<file path="src/poweron_straps_pkg_unused_guard.sv">
// poweron_straps_pkg_unused_guard: intentionally empty compilation unit.
// assumes nothing.

</file>
<file path="src/poweron_straps_pkg.sv">
// poweron_straps_pkg: offsets, field positions and reset values shared by
// the strap latch. assumes a 32-bit classic wishbone register bus.
package poweron_straps_pkg;

  // register byte offsets
  localparam logic [3:0] STATUS_OFFSET       = 4'h0;
  localparam logic [3:0] CORE_DISABLE_OFFSET = 4'h4;
  localparam logic [3:0] LATCH_COUNT_OFFSET  = 4'h8;

  // status field positions
  localparam int BIT_RESILIENT   = 0;
  localparam int BIT_SELF_TEST   = 1;
  localparam int BIT_SERVICE     = 2;
  localparam int BIT_TRUSTED_PLT = 3;
  localparam int BIT_HALT        = 4;
  localparam int BIT_FIRMWARE    = 5;
  localparam int BIT_TRUSTED_AGT = 6;
  localparam int BIT_SAFE_MODE   = 7;
  localparam int BIT_SLOT_LO     = 8;
  localparam int BIT_EARLY_VALID = 16;
  localparam int BIT_LATE_VALID  = 17;
  localparam int BIT_POWER_OK    = 18;

  // values after reset
  localparam logic [31:0] CORE_DISABLE_RESET = 32'h0000_0000;
  localparam logic [7:0]  LATCH_COUNT_RESET  = 8'h00;

  // cycles after reset release before the synchronised straps are trusted
  localparam logic [1:0]  ARM_CYCLES = 2'h3;

endpackage

</file>
<file path="src/strap_sync.sv">
// strap_sync: two-flop synchroniser for a bundle of slow board levels.
// assumes each bit is a quasi-static level; no word coherence is promised.
`timescale 1ns/1ps
module strap_sync #(
  parameter int WIDTH = 1
) (
  input  wire logic             clk_i,
  input  wire logic [WIDTH-1:0] d_i,
  output logic      [WIDTH-1:0] q_o
);

  logic [WIDTH-1:0] meta;
  logic [WIDTH-1:0] stable;

  // no reset: these carry data only, and the consumer waits for them to fill
  always_ff @(posedge clk_i) begin
    meta   <= d_i;
    stable <= meta;
  end

  assign q_o = stable;

endmodule

</file>
<file path="src/poweron_strap_latch_frb.sv">
// poweron_strap_latch_frb: power-on strap capture, socket-level resilient
// boot output floating and per-core disable register.
// assumes straps are board levels that settle before reset release or
// before power good rises; registers sit on a classic wishbone slave.
//
// Notes on behaviour
// RL1: capture strap levels on reset release or power good rising.
// RL2: captured values hold until the next latching transition.
// RL3: thermal alarm held low through reset release enters resilient boot.
// RL4: self-test strap sampled at reset release; set means run self test.
// RL5: all other straps sampled once power good is asserted.
// RL6: decode service boot, trusted, halt, firmware, agent, safe, slot.
// RL7: resilient boot floats link, serial, sideband and voltage clock drivers.
// RL8: register lets software disable individual cores, not the package.
// RL9: options are registered stable outputs; straps synchronised first.
`timescale 1ns/1ps
module poweron_strap_latch_frb
  import poweron_straps_pkg::*;
#(
  parameter int CORE_COUNT = 8,
  parameter int ADDR_W     = 4
) (
  input  wire logic              clk_i,
  input  wire logic              rst_n_i,
  // board straps and power good
  input  wire logic              power_ok_in_i,
  input  wire logic              thermal_alarm_strap_n_i,
  input  wire logic              self_test_strap_i,
  input  wire logic              service_proc_boot_strap_i,
  input  wire logic              trusted_platform_strap_i,
  input  wire logic              powerup_halt_strap_n_i,
  input  wire logic              firmware_agent_strap_i,
  input  wire logic              trusted_agent_strap_i,
  input  wire logic              safe_mode_boot_strap_i,
  input  wire logic [1:0]        package_slot_number_i,
  // captured options
  output logic                   resilient_boot_mode_o,
  output logic                   self_test_run_o,
  output logic                   service_proc_boot_o,
  output logic                   trusted_platform_o,
  output logic                   powerup_halt_o,
  output logic                   firmware_agent_o,
  output logic                   trusted_agent_o,
  output logic                   safe_mode_boot_o,
  output logic [1:0]             package_slot_number_o,
  output logic                   straps_valid_o,
  // driver enables of floated groups, high while allowed to drive
  output logic                   link_tx_drive_en_o,
  output logic                   mgmt_serial_drive_en_o,
  output logic                   sideband_drive_en_o,
  output logic                   voltage_ctrl_clock_drive_en_o,
  output logic [CORE_COUNT-1:0]  core_disable_o,
  // classic wishbone slave
  input  wire logic              wb_cyc_i,
  input  wire logic              wb_stb_i,
  input  wire logic              wb_we_i,
  input  wire logic [ADDR_W-1:0] wb_adr_i,
  input  wire logic [3:0]        wb_sel_i,
  input  wire logic [31:0]       wb_dat_i,
  output logic [31:0]            wb_dat_o,
  output logic                   wb_ack_o
);

  //////////////////////////////////////////////////////////////////////////
  // synchronisers

  localparam int SYNC_W = 11;

  logic [SYNC_W-1:0] raw_straps;
  logic [SYNC_W-1:0] sync_straps;

  assign raw_straps = {power_ok_in_i, thermal_alarm_strap_n_i,
                       self_test_strap_i, service_proc_boot_strap_i,
                       trusted_platform_strap_i, powerup_halt_strap_n_i,
                       firmware_agent_strap_i, trusted_agent_strap_i,
                       safe_mode_boot_strap_i, package_slot_number_i};

  strap_sync #(
    .WIDTH (SYNC_W)
  ) u_strap_sync (
    .clk_i (clk_i),
    .d_i   (raw_straps),
    .q_o   (sync_straps)
  ); // RL9

  logic       s_power_ok;
  logic       s_thermal_n;
  logic       s_self_test;
  logic       s_service;
  logic       s_trusted_plt;
  logic       s_halt_n;
  logic       s_firmware;
  logic       s_trusted_agt;
  logic       s_safe;
  logic [1:0] s_slot;

  assign {s_power_ok, s_thermal_n, s_self_test, s_service, s_trusted_plt,
          s_halt_n, s_firmware, s_trusted_agt, s_safe, s_slot} = sync_straps;

  //////////////////////////////////////////////////////////////////////////
  // capture sequencing

  logic [1:0] arm_cnt;
  logic [1:0] next_arm_cnt;
  logic       armed;
  logic       next_armed;
  logic       power_ok_d;
  logic       next_power_ok_d;
  logic       early_take;
  logic       late_take;

  // synchroniser has no reset, so wait for it to refill after release
  always_comb begin
    next_arm_cnt    = arm_cnt;
    next_armed      = armed;
    next_power_ok_d = s_power_ok;
    if (!armed) begin
      if (arm_cnt == ARM_CYCLES) begin
        next_armed = 1'b1;
      end else begin
        next_arm_cnt = arm_cnt + 2'h1;
      end
    end
  end

  always_ff @(posedge clk_i) begin
    if (!rst_n_i) begin
      arm_cnt    <= 2'h0;
      armed      <= 1'b0;
      power_ok_d <= 1'b0;
    end else begin
      arm_cnt    <= next_arm_cnt;
      armed      <= next_armed;
      power_ok_d <= next_power_ok_d;
    end
  end

  // reset release counts once the synchronised levels are valid
  assign early_take = !armed && (arm_cnt == ARM_CYCLES); // RL1
  // power good already high at release also counts as asserted
  assign late_take  = (early_take && s_power_ok) ||
                      (armed && s_power_ok && !power_ok_d); // RL1 RL5

  //////////////////////////////////////////////////////////////////////////
  // captured options

  logic       rb_mode;
  logic       next_rb_mode;
  logic       self_test;
  logic       next_self_test;
  logic [7:0] late_opts;
  logic [7:0] next_late_opts;
  logic       early_valid;
  logic       next_early_valid;
  logic       late_valid;
  logic       next_late_valid;
  logic [7:0] latch_count;
  logic [7:0] next_latch_count;

  always_comb begin
    next_rb_mode     = rb_mode; // RL2
    next_self_test   = self_test;
    next_late_opts   = late_opts;
    next_early_valid = early_valid;
    next_late_valid  = late_valid;
    next_latch_count = latch_count;
    if (early_take) begin
      next_rb_mode     = !s_thermal_n; // RL3
      next_self_test   = s_self_test; // RL4
      next_early_valid = 1'b1;
    end
    if (late_take) begin
      // halt strap is active low on the board, presented active high
      next_late_opts  = {s_slot, s_safe, s_trusted_agt, s_firmware,
                         !s_halt_n, s_trusted_plt, s_service}; // RL5 RL6
      next_late_valid = 1'b1;
    end
    if (early_take || late_take) begin
      next_latch_count = latch_count + 8'h01;
    end
  end

  always_ff @(posedge clk_i) begin
    if (!rst_n_i) begin
      rb_mode     <= 1'b0;
      self_test   <= 1'b0;
      late_opts   <= 8'h00;
      early_valid <= 1'b0;
      late_valid  <= 1'b0;
      latch_count <= LATCH_COUNT_RESET;
    end else begin
      rb_mode     <= next_rb_mode;
      self_test   <= next_self_test;
      late_opts   <= next_late_opts;
      early_valid <= next_early_valid;
      late_valid  <= next_late_valid;
      latch_count <= next_latch_count;
    end
  end

  // direct flop outputs
  assign resilient_boot_mode_o = rb_mode; // RL9
  assign self_test_run_o       = self_test; // RL4
  assign service_proc_boot_o   = late_opts[0];
  assign trusted_platform_o    = late_opts[1];
  assign powerup_halt_o        = late_opts[2];
  assign firmware_agent_o      = late_opts[3];
  assign trusted_agent_o       = late_opts[4];
  assign safe_mode_boot_o      = late_opts[5];
  assign package_slot_number_o = late_opts[7:6];

  //////////////////////////////////////////////////////////////////////////
  // driver enables

  logic drive_en;
  logic next_drive_en;
  logic valid_q;
  logic next_valid_q;

  // drivers stay released from reset until the alarm strap is known,
  // so a socket meant to float never glitches onto the shared lines
  always_comb begin
    next_drive_en = next_early_valid && !next_rb_mode; // RL7
    next_valid_q  = next_early_valid && next_late_valid;
  end

  always_ff @(posedge clk_i) begin
    if (!rst_n_i) begin
      drive_en <= 1'b0;
      valid_q  <= 1'b0;
    end else begin
      drive_en <= next_drive_en;
      valid_q  <= next_valid_q;
    end
  end

  assign link_tx_drive_en_o            = drive_en; // RL7
  assign mgmt_serial_drive_en_o        = drive_en; // RL7
  assign sideband_drive_en_o           = drive_en; // RL7
  assign voltage_ctrl_clock_drive_en_o = drive_en; // RL7
  assign straps_valid_o                = valid_q;

  //////////////////////////////////////////////////////////////////////////
  // wishbone slave

  logic [31:0]           status_word;
  logic [CORE_COUNT-1:0] core_dis;
  logic [CORE_COUNT-1:0] next_core_dis;
  logic [31:0]           core_dis_wide;
  logic [31:0]           core_dis_new;
  logic                  ack;
  logic                  next_ack;
  logic [31:0]           rdata;
  logic [31:0]           next_rdata;
  logic [3:0]            word_adr;
  logic                  req;

  assign req      = wb_cyc_i && wb_stb_i && !ack;
  assign word_adr = {wb_adr_i[3:2], 2'h0};

  always_comb begin
    status_word                  = 32'h0000_0000;
    status_word[BIT_RESILIENT]   = rb_mode;
    status_word[BIT_SELF_TEST]   = self_test;
    status_word[BIT_SERVICE]     = late_opts[0];
    status_word[BIT_TRUSTED_PLT] = late_opts[1];
    status_word[BIT_HALT]        = late_opts[2];
    status_word[BIT_FIRMWARE]    = late_opts[3];
    status_word[BIT_TRUSTED_AGT] = late_opts[4];
    status_word[BIT_SAFE_MODE]   = late_opts[5];
    status_word[BIT_SLOT_LO+1:BIT_SLOT_LO] = late_opts[7:6];
    status_word[BIT_EARLY_VALID] = early_valid;
    status_word[BIT_LATE_VALID]  = late_valid;
    status_word[BIT_POWER_OK]    = s_power_ok;
  end

  always_comb begin
    core_dis_wide = 32'h0000_0000;
    core_dis_wide[CORE_COUNT-1:0] = core_dis;
    for (int b = 0; b < 4; b++) begin
      core_dis_new[8*b +: 8] = wb_sel_i[b] ? wb_dat_i[8*b +: 8]
                                           : core_dis_wide[8*b +: 8];
    end
  end

  // one wait-free cycle: ack the edge after the request, drop it the next
  always_comb begin
    next_ack      = req;
    next_rdata    = rdata;
    next_core_dis = core_dis;
    if (req) begin
      next_rdata = 32'h0000_0000;
      if (wb_we_i) begin
        if (word_adr == CORE_DISABLE_OFFSET) begin
          next_core_dis = core_dis_new[CORE_COUNT-1:0]; // RL8
        end
      end else begin
        case (word_adr)
          STATUS_OFFSET:       next_rdata = status_word;
          CORE_DISABLE_OFFSET: next_rdata = core_dis_wide;
          LATCH_COUNT_OFFSET:  next_rdata = {24'h00_0000, latch_count};
          default:             next_rdata = 32'h0000_0000;
        endcase
      end
    end
  end

  always_ff @(posedge clk_i) begin
    if (!rst_n_i) begin
      ack      <= 1'b0;
      rdata    <= 32'h0000_0000;
      core_dis <= CORE_DISABLE_RESET[CORE_COUNT-1:0];
    end else begin
      ack      <= next_ack;
      rdata    <= next_rdata;
      core_dis <= next_core_dis;
    end
  end

  assign wb_ack_o       = ack;
  assign wb_dat_o       = rdata;
  assign core_disable_o = core_dis; // RL8

endmodule

</file>
<file path="config.mk">
export PLATFORM = sky130hd
export DESIGN_NAME = poweron_strap_latch_frb
export DESIGN_NICKNAME = d
export VERILOG_FILES = /design/src/poweron_straps_pkg_unused_guard.sv /design/src/poweron_straps_pkg.sv /design/src/strap_sync.sv /design/src/poweron_strap_latch_frb.sv
export SDC_FILE = /design/constraint.sdc
export NUM_CORES = 1
export LEC_CHECK = 0
export BUFFER_PORTS_ARGS = -buffer_cell sky130_fd_sc_hd__buf_2
export CAP_MARGIN = 10
export CORE_MARGIN = 4
export CORE_UTILIZATION = 42
export DETAILED_ROUTE_END_ITERATION = 8
export GPL_ROUTABILITY_DRIVEN = 0
export HOLD_SLACK_MARGIN = 0.1
export PLACE_DENSITY = 0.75
export SLEW_MARGIN = 20
export SYNTH_ARGS = -nofsm -noshare
export SYNTH_HDL_FRONTEND = slang
export SYNTH_HIERARCHICAL = 1
export SYNTH_SLANG_ARGS = --single-unit
export TNS_END_PERCENT = 5
</file>
<file path="constraint.sdc">
create_clock -name clk_i -period 1.5 [get_ports clk_i]
set_input_delay 0.15 -clock clk_i [delete_from_list [all_inputs] [get_ports clk_i]]
set_output_delay 0.15 -clock clk_i [all_outputs]
set_load 0.01 [all_outputs]
</file>
* Word-level counts from Yosys, hierarchy flattened
Index checks and enable logic that the tools add are counted.
Widths: inputs -> output; s select.
** Word-level totals
- Memories :: 0
- Bits in read-only memories :: 0
- RAM bits :: 0
- Register bits after elaboration :: 89
- Bits in latches :: 0
- Output and inout port bits :: 56
- Logic and storage cells :: 49
- Bits of input ports :: 56
** Cells by class
- Equal/unequal tests :: 3
- $add $sub $neg :: 2
- Reduce and logical (&&, ||, !) cells :: 19
- $mul :: 0
- Bitwise logic cells :: 2
- Mux-type cells :: 7
- Shifts and indexed selects :: 0
- Divide/modulo/power cells :: 0
- $lt $le $gt $ge :: 0
** Operators by type and width (number)
- $pmux 19 s3 :: 1
- $mux 19 :: 1
- $add 8x1->8 const B :: 1
- $logic_and 1x1->1 :: 8
- $logic_not 1->1 :: 6
- $mux 1 :: 5
- $eq 2x2->1 const B :: 2
- $logic_not 4->1 :: 1
- $reduce_and 4->1 :: 1
- $add 2x1->2 const B :: 1
- $eq 2x1->1 const B :: 1
- $logic_or 1x1->1 :: 2
- $not 1->1 :: 2
- $reduce_and 2->1 :: 1

* Logic depth before layout (Yosys ltp)
Gate-level depths: netlist of run 1.
- Depth after elaboration :: 6
- Mapped depth :: 6
- Gate-level depth less buffers :: 5

* Hierarchy
Netlist of run 1, hierarchy kept.
** By module, submodules not included
- poweron_strap_latch_frb :: times used 1, cells an instance 233, seq. area each 960.9 µm², area an instance 2173.3 µm²
- strap_sync :: times used 1, cells an instance 22, seq. area each 440.4 µm², area an instance 440.4 µm²

* Worst setup path after synthesis of run 1
No wires, ideal clock.
- Path kind :: reg2reg
- Start :: register arm_cnt[0]
- End :: register late_opts[0]
- Stages on the path, launching flop included :: 7
- Setup slack :: 74 ps
- Data arrival time :: 1299 ps
- Setup time :: 128 ps
- Path through :: dfxtp_1 -> ha_1 -> nor2_2 -> a211oi_2 -> buf_6 -> mux2i_1 -> nor2_1
** Between the ends
- Longest elaborated chain between the ends :: 4
** RTL lines
- start, declared :: line poweron_strap_latch_frb.sv:103 : logic [1:0] arm_cnt;
- start signal, assigned :: line poweron_strap_latch_frb.sv:132 : arm_cnt <= next_arm_cnt;
- $eq 2x2->1 :: line poweron_strap_latch_frb.sv:139 : assign early_take = !armed && (arm_cnt == ARM_CYCLES);
- $logic_and 1x1->1 :: line poweron_strap_latch_frb.sv:139
- $logic_and 1x1->1 :: line poweron_strap_latch_frb.sv:141 : assign late_take = (early_take && s_power_ok) ||
- $logic_or 1x1->1 :: line poweron_strap_latch_frb.sv:141
- end signal, assigned :: line poweron_strap_latch_frb.sv:194 : late_opts <= next_late_opts;
- end, declared :: line poweron_strap_latch_frb.sv:151 : logic [7:0] late_opts;
No other way between the ends.
A chain may end at the register's enable or synchronous reset.

* Worst setup path in the final report of run 1
- Start :: register arm_cnt[0]
- End :: register late_opts[3]
Same word-level chain as after synthesis.

==> results of run 1 <==
## power breakdown
part / total [mW] / switching, mW / internal [mW] / leakage, nW
clock: 1.37 / 0.755 / 0.616 / 0.0866
combinational: 0.621 / 0.325 / 0.296 / 0.833
sequential: 2.10 / 0.108 / 1.99 / 0.575
total: 4.09 / 1.19 / 2.90 / 1.50
## per-layer routing
| layer | wire length, µm | track usage, % | vias to the layer above |
|---|---|---|---|
| li1 | - | - | 1014 |
| met1 | 2490 | 20.5 | 957 |
| met2 | 3060 | 27.7 | 75 |
| met3 | 399 | 4.64 | 10 |
| met4 | 89 | 5.95 | 0 |
| met5 | 0 | 0 | - |
## cell type report
type,count,area [µm²]
clock buffers,9,124
clock inverters,7,55.1
fillers,512,2600
inverters,3,11.3
multi-input cells,168,1090
flip-flops and latches,70,1410
well taps,75,93.8
repair buffers,96,614
## flip-flops by register name, indices dropped and copies added (netlist names), 2 cells and up
signal             flops
u_strap_sync/q_o      11
wb_dat_o              13
core_disable_o         8
arm_cnt                2
latch_count            8
late_opts              8
u_strap_sync/meta     11
## final timing paths
| check | cells past startpoint | from | slack, ps | end |
|---|---|---|---|---|
| max | 6 | arm_cnt[0] | 70 | late_opts[3] |
| min | 4 | rst_n_i | 240 | resilient_boot_mode_o |
| max reg2reg | 6 | arm_cnt[0] | 70 | late_opts[3] |
| min reg2reg | 0 | u_strap_sync/meta[0] | 330 | u_strap_sync/q_o[0] |
## per-stage QoR
| step | worst slack (ps) | utilization [%] | total power, mW |
|---|---|---|---|
| after floorplan | 73.7 | - | 2.50 |
| after global placement | -2.81 | 49.4 | 2.62 |
| after detailed placement | -88.1 | 49.4 | 2.64 |
| after CTS | 16.1 | 56.1 | 4.08 |
| after global routing | -13.4 | 56.7 | 4.29 |
| final | 67.1 | 56.7 | 4.09 |
## timing repair
item,4_1_cts,5_1_grt
buffers inserted,1,1
gates resized for setup,5,6
setup endpoints to repair,8,13
pin swaps,2,4
hold buffers,19,0
cloned,1,0
hold endpoints to repair,19,0
## cell families (layout without fill, tap and decap cells)
kind of cell | count (synthesis) | in the layout
adder cells (fa/ha/maj) | 2 | 2
buffers and inverters | 35 | 115
multiplexers | 17 | 17
other | 1 | 19
AND/OR/NAND/NOR | 74 | 74
XOR/XNOR | 6 | 6
AO/OA/AOI/OAI | 50 | 50
flip-flops | 70 | 70
## layout by cell type, fill, tap and decap left out, drive strengths merged, types with 8 or more instances in the layout
cell type and instances:
buf 77, dlygate4sd3 19, o21ai 17, a32o 8, conb 19, nand2 29, dfxtp 70, clkbuf 9
mux2i 17, nor2 32, a21oi 13
## tightest hold or removal path: cells and delay by family
kind	cells	cell delay, ps
buffers and inverters	2	300
AND/OR/NAND/NOR	2	100
==> results.md, run 1 <==
* Total gr overflow at 0
* Main flop type after synthesis: dfxtp_1
* Synth area leaders: dfxtp_1 54%, buf_4 6.6%, mux2i_1 6.5%
* Post-Syn Instances at 255
* Final cycle utilization of the critical path at 95.5%
* Crit end category: register
* Via density per instance at 4.80
* Worst EP required at 1730 ps
* CTS tree: done
* Post-synth EDFFs at 0
* Mapped Area at 2610 µm²
* Count leader, synth: dfxtp_1
* Number of diodes at 0
* Die Y at 86.9 µm
* Post-Layout Cell Count at 428
* Post-route setup TNS at 0 ps
* Syn Area/Cell at 10.3 µm²
* Clock Sink Count at 70
* Placed Area at 2960 µm²
* Site row count at 28
* Fraction of registers with async set/reset at 0%
* Layout cell share with drive strength beyond 1 at 31.2%
* Via count at 2056
* Main combinational cell family by area after synthesis: compound AO/OA/AOI/OAI gates
* Max Fclk at 698 MHz
* Max_cap viols at 0
* Final Skew at 11.6 ps
* PortBufs at 63
* DR WL/cell at 14.1 µm
* Critical-path maximum fanout at 5
* Area share of the largest cell type after synthesis at 53.6%
* Power density over the cells at 1210 nW/µm²
* CP delay by family, top: flip-flops
* CTS buffer count at 9
* YS warnings at 6
* Fin. Hold Viols at 0
* Via count of the first global-routing pass at 2047
* Status: finished clean
* H-tree levels at 3
* Worst EP arrival at 1660 ps
* Multiplexer share of the synthesized area at 6.51%
* Starting Density at 43.6%
* Crit path cell chain: ha_4 -> nor2_4 -> a211oi_4 -> buf_6 -> mux2i_1 -> nor2_1
* Clock slew at reported path FFs at 80 ps
* Post-synth top area cell: dfxtp_1
* Final Max Slew Viols at 0
* Die area at 7550 µm²
* Clk_lat worst skew at 350 ps
* Largest net degree at the start of global routing at 37
* DP HPWL at 4100 µm
* Final ANT Viol Nets at 0
* RSZ-0062 raised after global routing: yes
* 1st-iter DRT viols at 141
* CP startpoint kind: register
* Leakage at 1.50 nW
* Placed cells at 390
* Simple-gate share of the synthesized area at 14.0%
* CP max stage delay at 370 ps
* Die Span X at 86.9 µm
* Initial antenna violation count at 0
* Crit path max-delay cell type: dfxtp_4
* Synth Area in Compound Gates at 14.2%
* Core area at 5990 µm²
* Area added between synthesis and finish at 29.9%
* Minimum clock period at 1430 ps
* FF+latch count, synth at 70
* Total Routed Length at 6040 µm
* Leading cell types by count after synthesis: 70 x dfxtp_1, 29 x nand2_1, 29 x nor2_1
* Netlist cell types at 34
* Synth Area in Adders at 0.957%
* DRC at 0
* Crit path kind: register to register
* Nets@finish at 406
* Xor and xnor area share after synthesis at 2.01%
* Crit path buf inv count at 1
* First-pass GRT wire length at 9660 µm
* CTS root buf: clkbuf_8
* Final setup violation count at 0
* Hold_ws at 241 ps
* Drt pass-1 iters at 5
* Clock Path Buffers at 2
* GRT Overall Usage at 16.6%
* Top-Level Pins at 112
* Post-synthesis sequential area ratio at 53.6%
* Design area at 3390 µm²
* Worst VDD drop at 0.00120 V
* Worst min-delay path category: input pin to register
Note: power is estimated with default switching activity, not from simulation.
==> run 2: changes to the inputs <==
- SETUP_SLACK_MARGIN: default -> 0.2
==> run 2 against run 1 <==
Die area unchanged. Wire length is 2.5% lower. Design area up 2.5%. Critical path depth rose by 1. Utilization is 1.4 points higher. Hold slack got worse by 67 ps. Largest power group unchanged. Highest routed layer unchanged.
==> results.md, run 2 (synthesis results as in run 1) <==
* Status: finished clean
* Final setup violation count at 0 (unchanged)
* CP max stage delay at 350 ps (-20 ps)
* GRT Overall Usage at 15.7% (-0.90 points)
* Die Span X at 86.9 µm (unchanged)
* Nets@finish at 411 (+1.2%)
* Total gr overflow at 0 (unchanged)
* Drt pass-1 iters at 4 (-1)
* Clock Sink Count at 70 (unchanged)
* H-tree levels at 3 (unchanged)
* Max reg flops at 13 (unchanged)
* Fin. Hold Viols at 0 (unchanged)
* DRC at 0 (unchanged)
* Die area at 7550 µm² (unchanged)
* Clock slew at reported path FFs at 80 ps (about the same)
* Via count at 2062 (+0.29%)
* Power density over the cells at 1240 nW/µm² (+2.9%)
* Clk_lat worst skew at 340 ps (about the same)
* Largest net degree at the start of global routing at 37 (unchanged)
* DR WL/cell at 13.6 µm (-3.4%)
* Clock Path Buffers at 2 (unchanged)
* Crit path buf inv count at 2 (+1)
* Max_cap viols at 0 (unchanged)
* Hold_ws at 174 ps (-67.0 ps)
* 1st-iter DRT viols at 142 (+0.71%)
* Crit path cell chain: ha_4 -> nor2_4 -> a211oi_4 -> buf_4 -> buf_6 -> mux2i_1 -> nor2_1
* Minimum clock period at 1430 ps (-1.61 ps)
* Layout cell share with drive strength beyond 1 at 32.5% (+1.3 points)
* Worst EP arrival at 1650 ps (about the same)
* Filler cells at 486 (-5.1%)
* Max Fclk at 699 MHz (+0.11%)
* Total Routed Length at 5890 µm (-2.5%)
* CP startpoint kind: register
* Die Y at 86.9 µm (unchanged)
* Final Max Slew Viols at 0 (unchanged)
* RSZ-0062 raised after global routing: yes
* Number of diodes at 0 (unchanged)
* First-pass GRT wire length at 9270 µm (-4.1%)
* CTS root buf: clkbuf_8
* DP HPWL at 3930 µm (-4.1%)
* Worst VDD drop at 0.000958 V (-20%)
* CTS buffer count at 9 (unchanged)
* Crit path kind: register to register
* Commonest non-fill, non-tap cell in the layout: dfxtp_1
* CTS tree: done
* Final cycle utilization of the critical path at 95.4% (-0.11 points)
* Multi-input gate area at 1100 µm² (+1.3%)
* Via density per instance at 4.77 (-0.64%)
* Post-route setup TNS at 0 ps (unchanged)
* Via count of the first global-routing pass at 1981 (-3.2%)
* Final ANT Viol Nets at 0 (unchanged)
* Final Skew at 7.95 ps (-3.65 ps)
* Initial antenna violation count at 0 (unchanged)
* Crit path max-delay cell type: dfxtp_2
* Most frequent cells in the layout: 67 x dfxtp_1, 63 x buf_2, 29 x nand2_1, 29 x nor2_1
* Storage element area at 1410 µm² (-0.18%)
* Starting Density at 43.6% (unchanged)
* Core area at 5990 µm² (unchanged)
* Worst EP required at 1720 ps (about the same)
* Site row count at 28 (unchanged)
* CP delay by family, top: flip-flops
* Top-Level Pins at 112 (unchanged)
* Leakage at 1.53 nW (+2.5%)
* Area added between synthesis and finish at 33.1%
* Crit end category: register
* Worst min-delay path category: input pin to register
* Critical-path maximum fanout at 4 (-1)
* PortBufs at 63 (unchanged)
run 2: worst paths after layout:
kind / start / endpoint / slack [ps] / cells past startpoint
worst min register to register: u_strap_sync/meta[0] / u_strap_sync/q_o[0] / 330 / 0
worst max-delay path: arm_cnt[0] / late_opts[1] / 70 / 7
worst min-delay path: rst_n_i / resilient_boot_mode_o / 170 / 3
worst max register to register: arm_cnt[0] / late_opts[1] / 70 / 7
run 2: worst reg2reg max path, stage by stage, from the launching register on:
cell and delay (ps):
dfxtp_2 350, ha_4 160, nor2_4 50, a211oi_4 260
buf_4 160, buf_6 110, mux2i_1 180, nor2_1 50
run 2: where the power goes:
part,internal (mW),switching [mW]
clock,0.806,0.702
sequential,1.99,0.105
combinational,0.370,0.345
total,3.17,1.15
run 2: layout make-up:
| class | count | area share, % |
|---|---|---|
| clock buffers | 10 | 3.96 |
| clock inverters | 5 | 1.69 |
| inverters | 3 | 0.324 |
| multi-input cells | 168 | 31.7 |
| flip-flops and latches | 70 | 40.4 |
| well taps | 75 | 2.70 |
| repair buffers | 101 | 19.2 |
run 2: per-layer routing:
layer / track usage [%] / vias up / wire length (µm)
met2: 26.3 / 72 / 2890
met1: 18.4 / 957 / 2520
li1: - / 1025 / -
met3: 5.58 / 8 / 407
met4: 6.09 / 0 / 74
met5: 0 / - / 0
run 2: stage by stage:
step | instances | power (mW) | cell area, µm² | utilization [%] | worst slack [ps]
floorplan | 273 | 2.53 | 2700 | - | 188
global placement | 388 | 2.65 | 2970 | 49.6 | 112
detailed placement | 388 | 2.67 | 2970 | 49.6 | 83.7
CTS | 422 | 4.19 | 3370 | 56.2 | 101
global route | 432 | 4.51 | 3480 | 58.1 | 11.3
finish | 432 | 4.32 | 3480 | 58.1 | 68.7
run 2: what timing repair did:
action / 4_1_cts / 5_1_grt
gates cloned: 0 / 1
hold buffers: 19 / 0
buffers inserted: 0 / 9
pin swaps: 0 / 6
hold endpoints to repair: 19 / 0
setup endpoints to repair: 27 / 30
gates resized for setup: 1 / 7
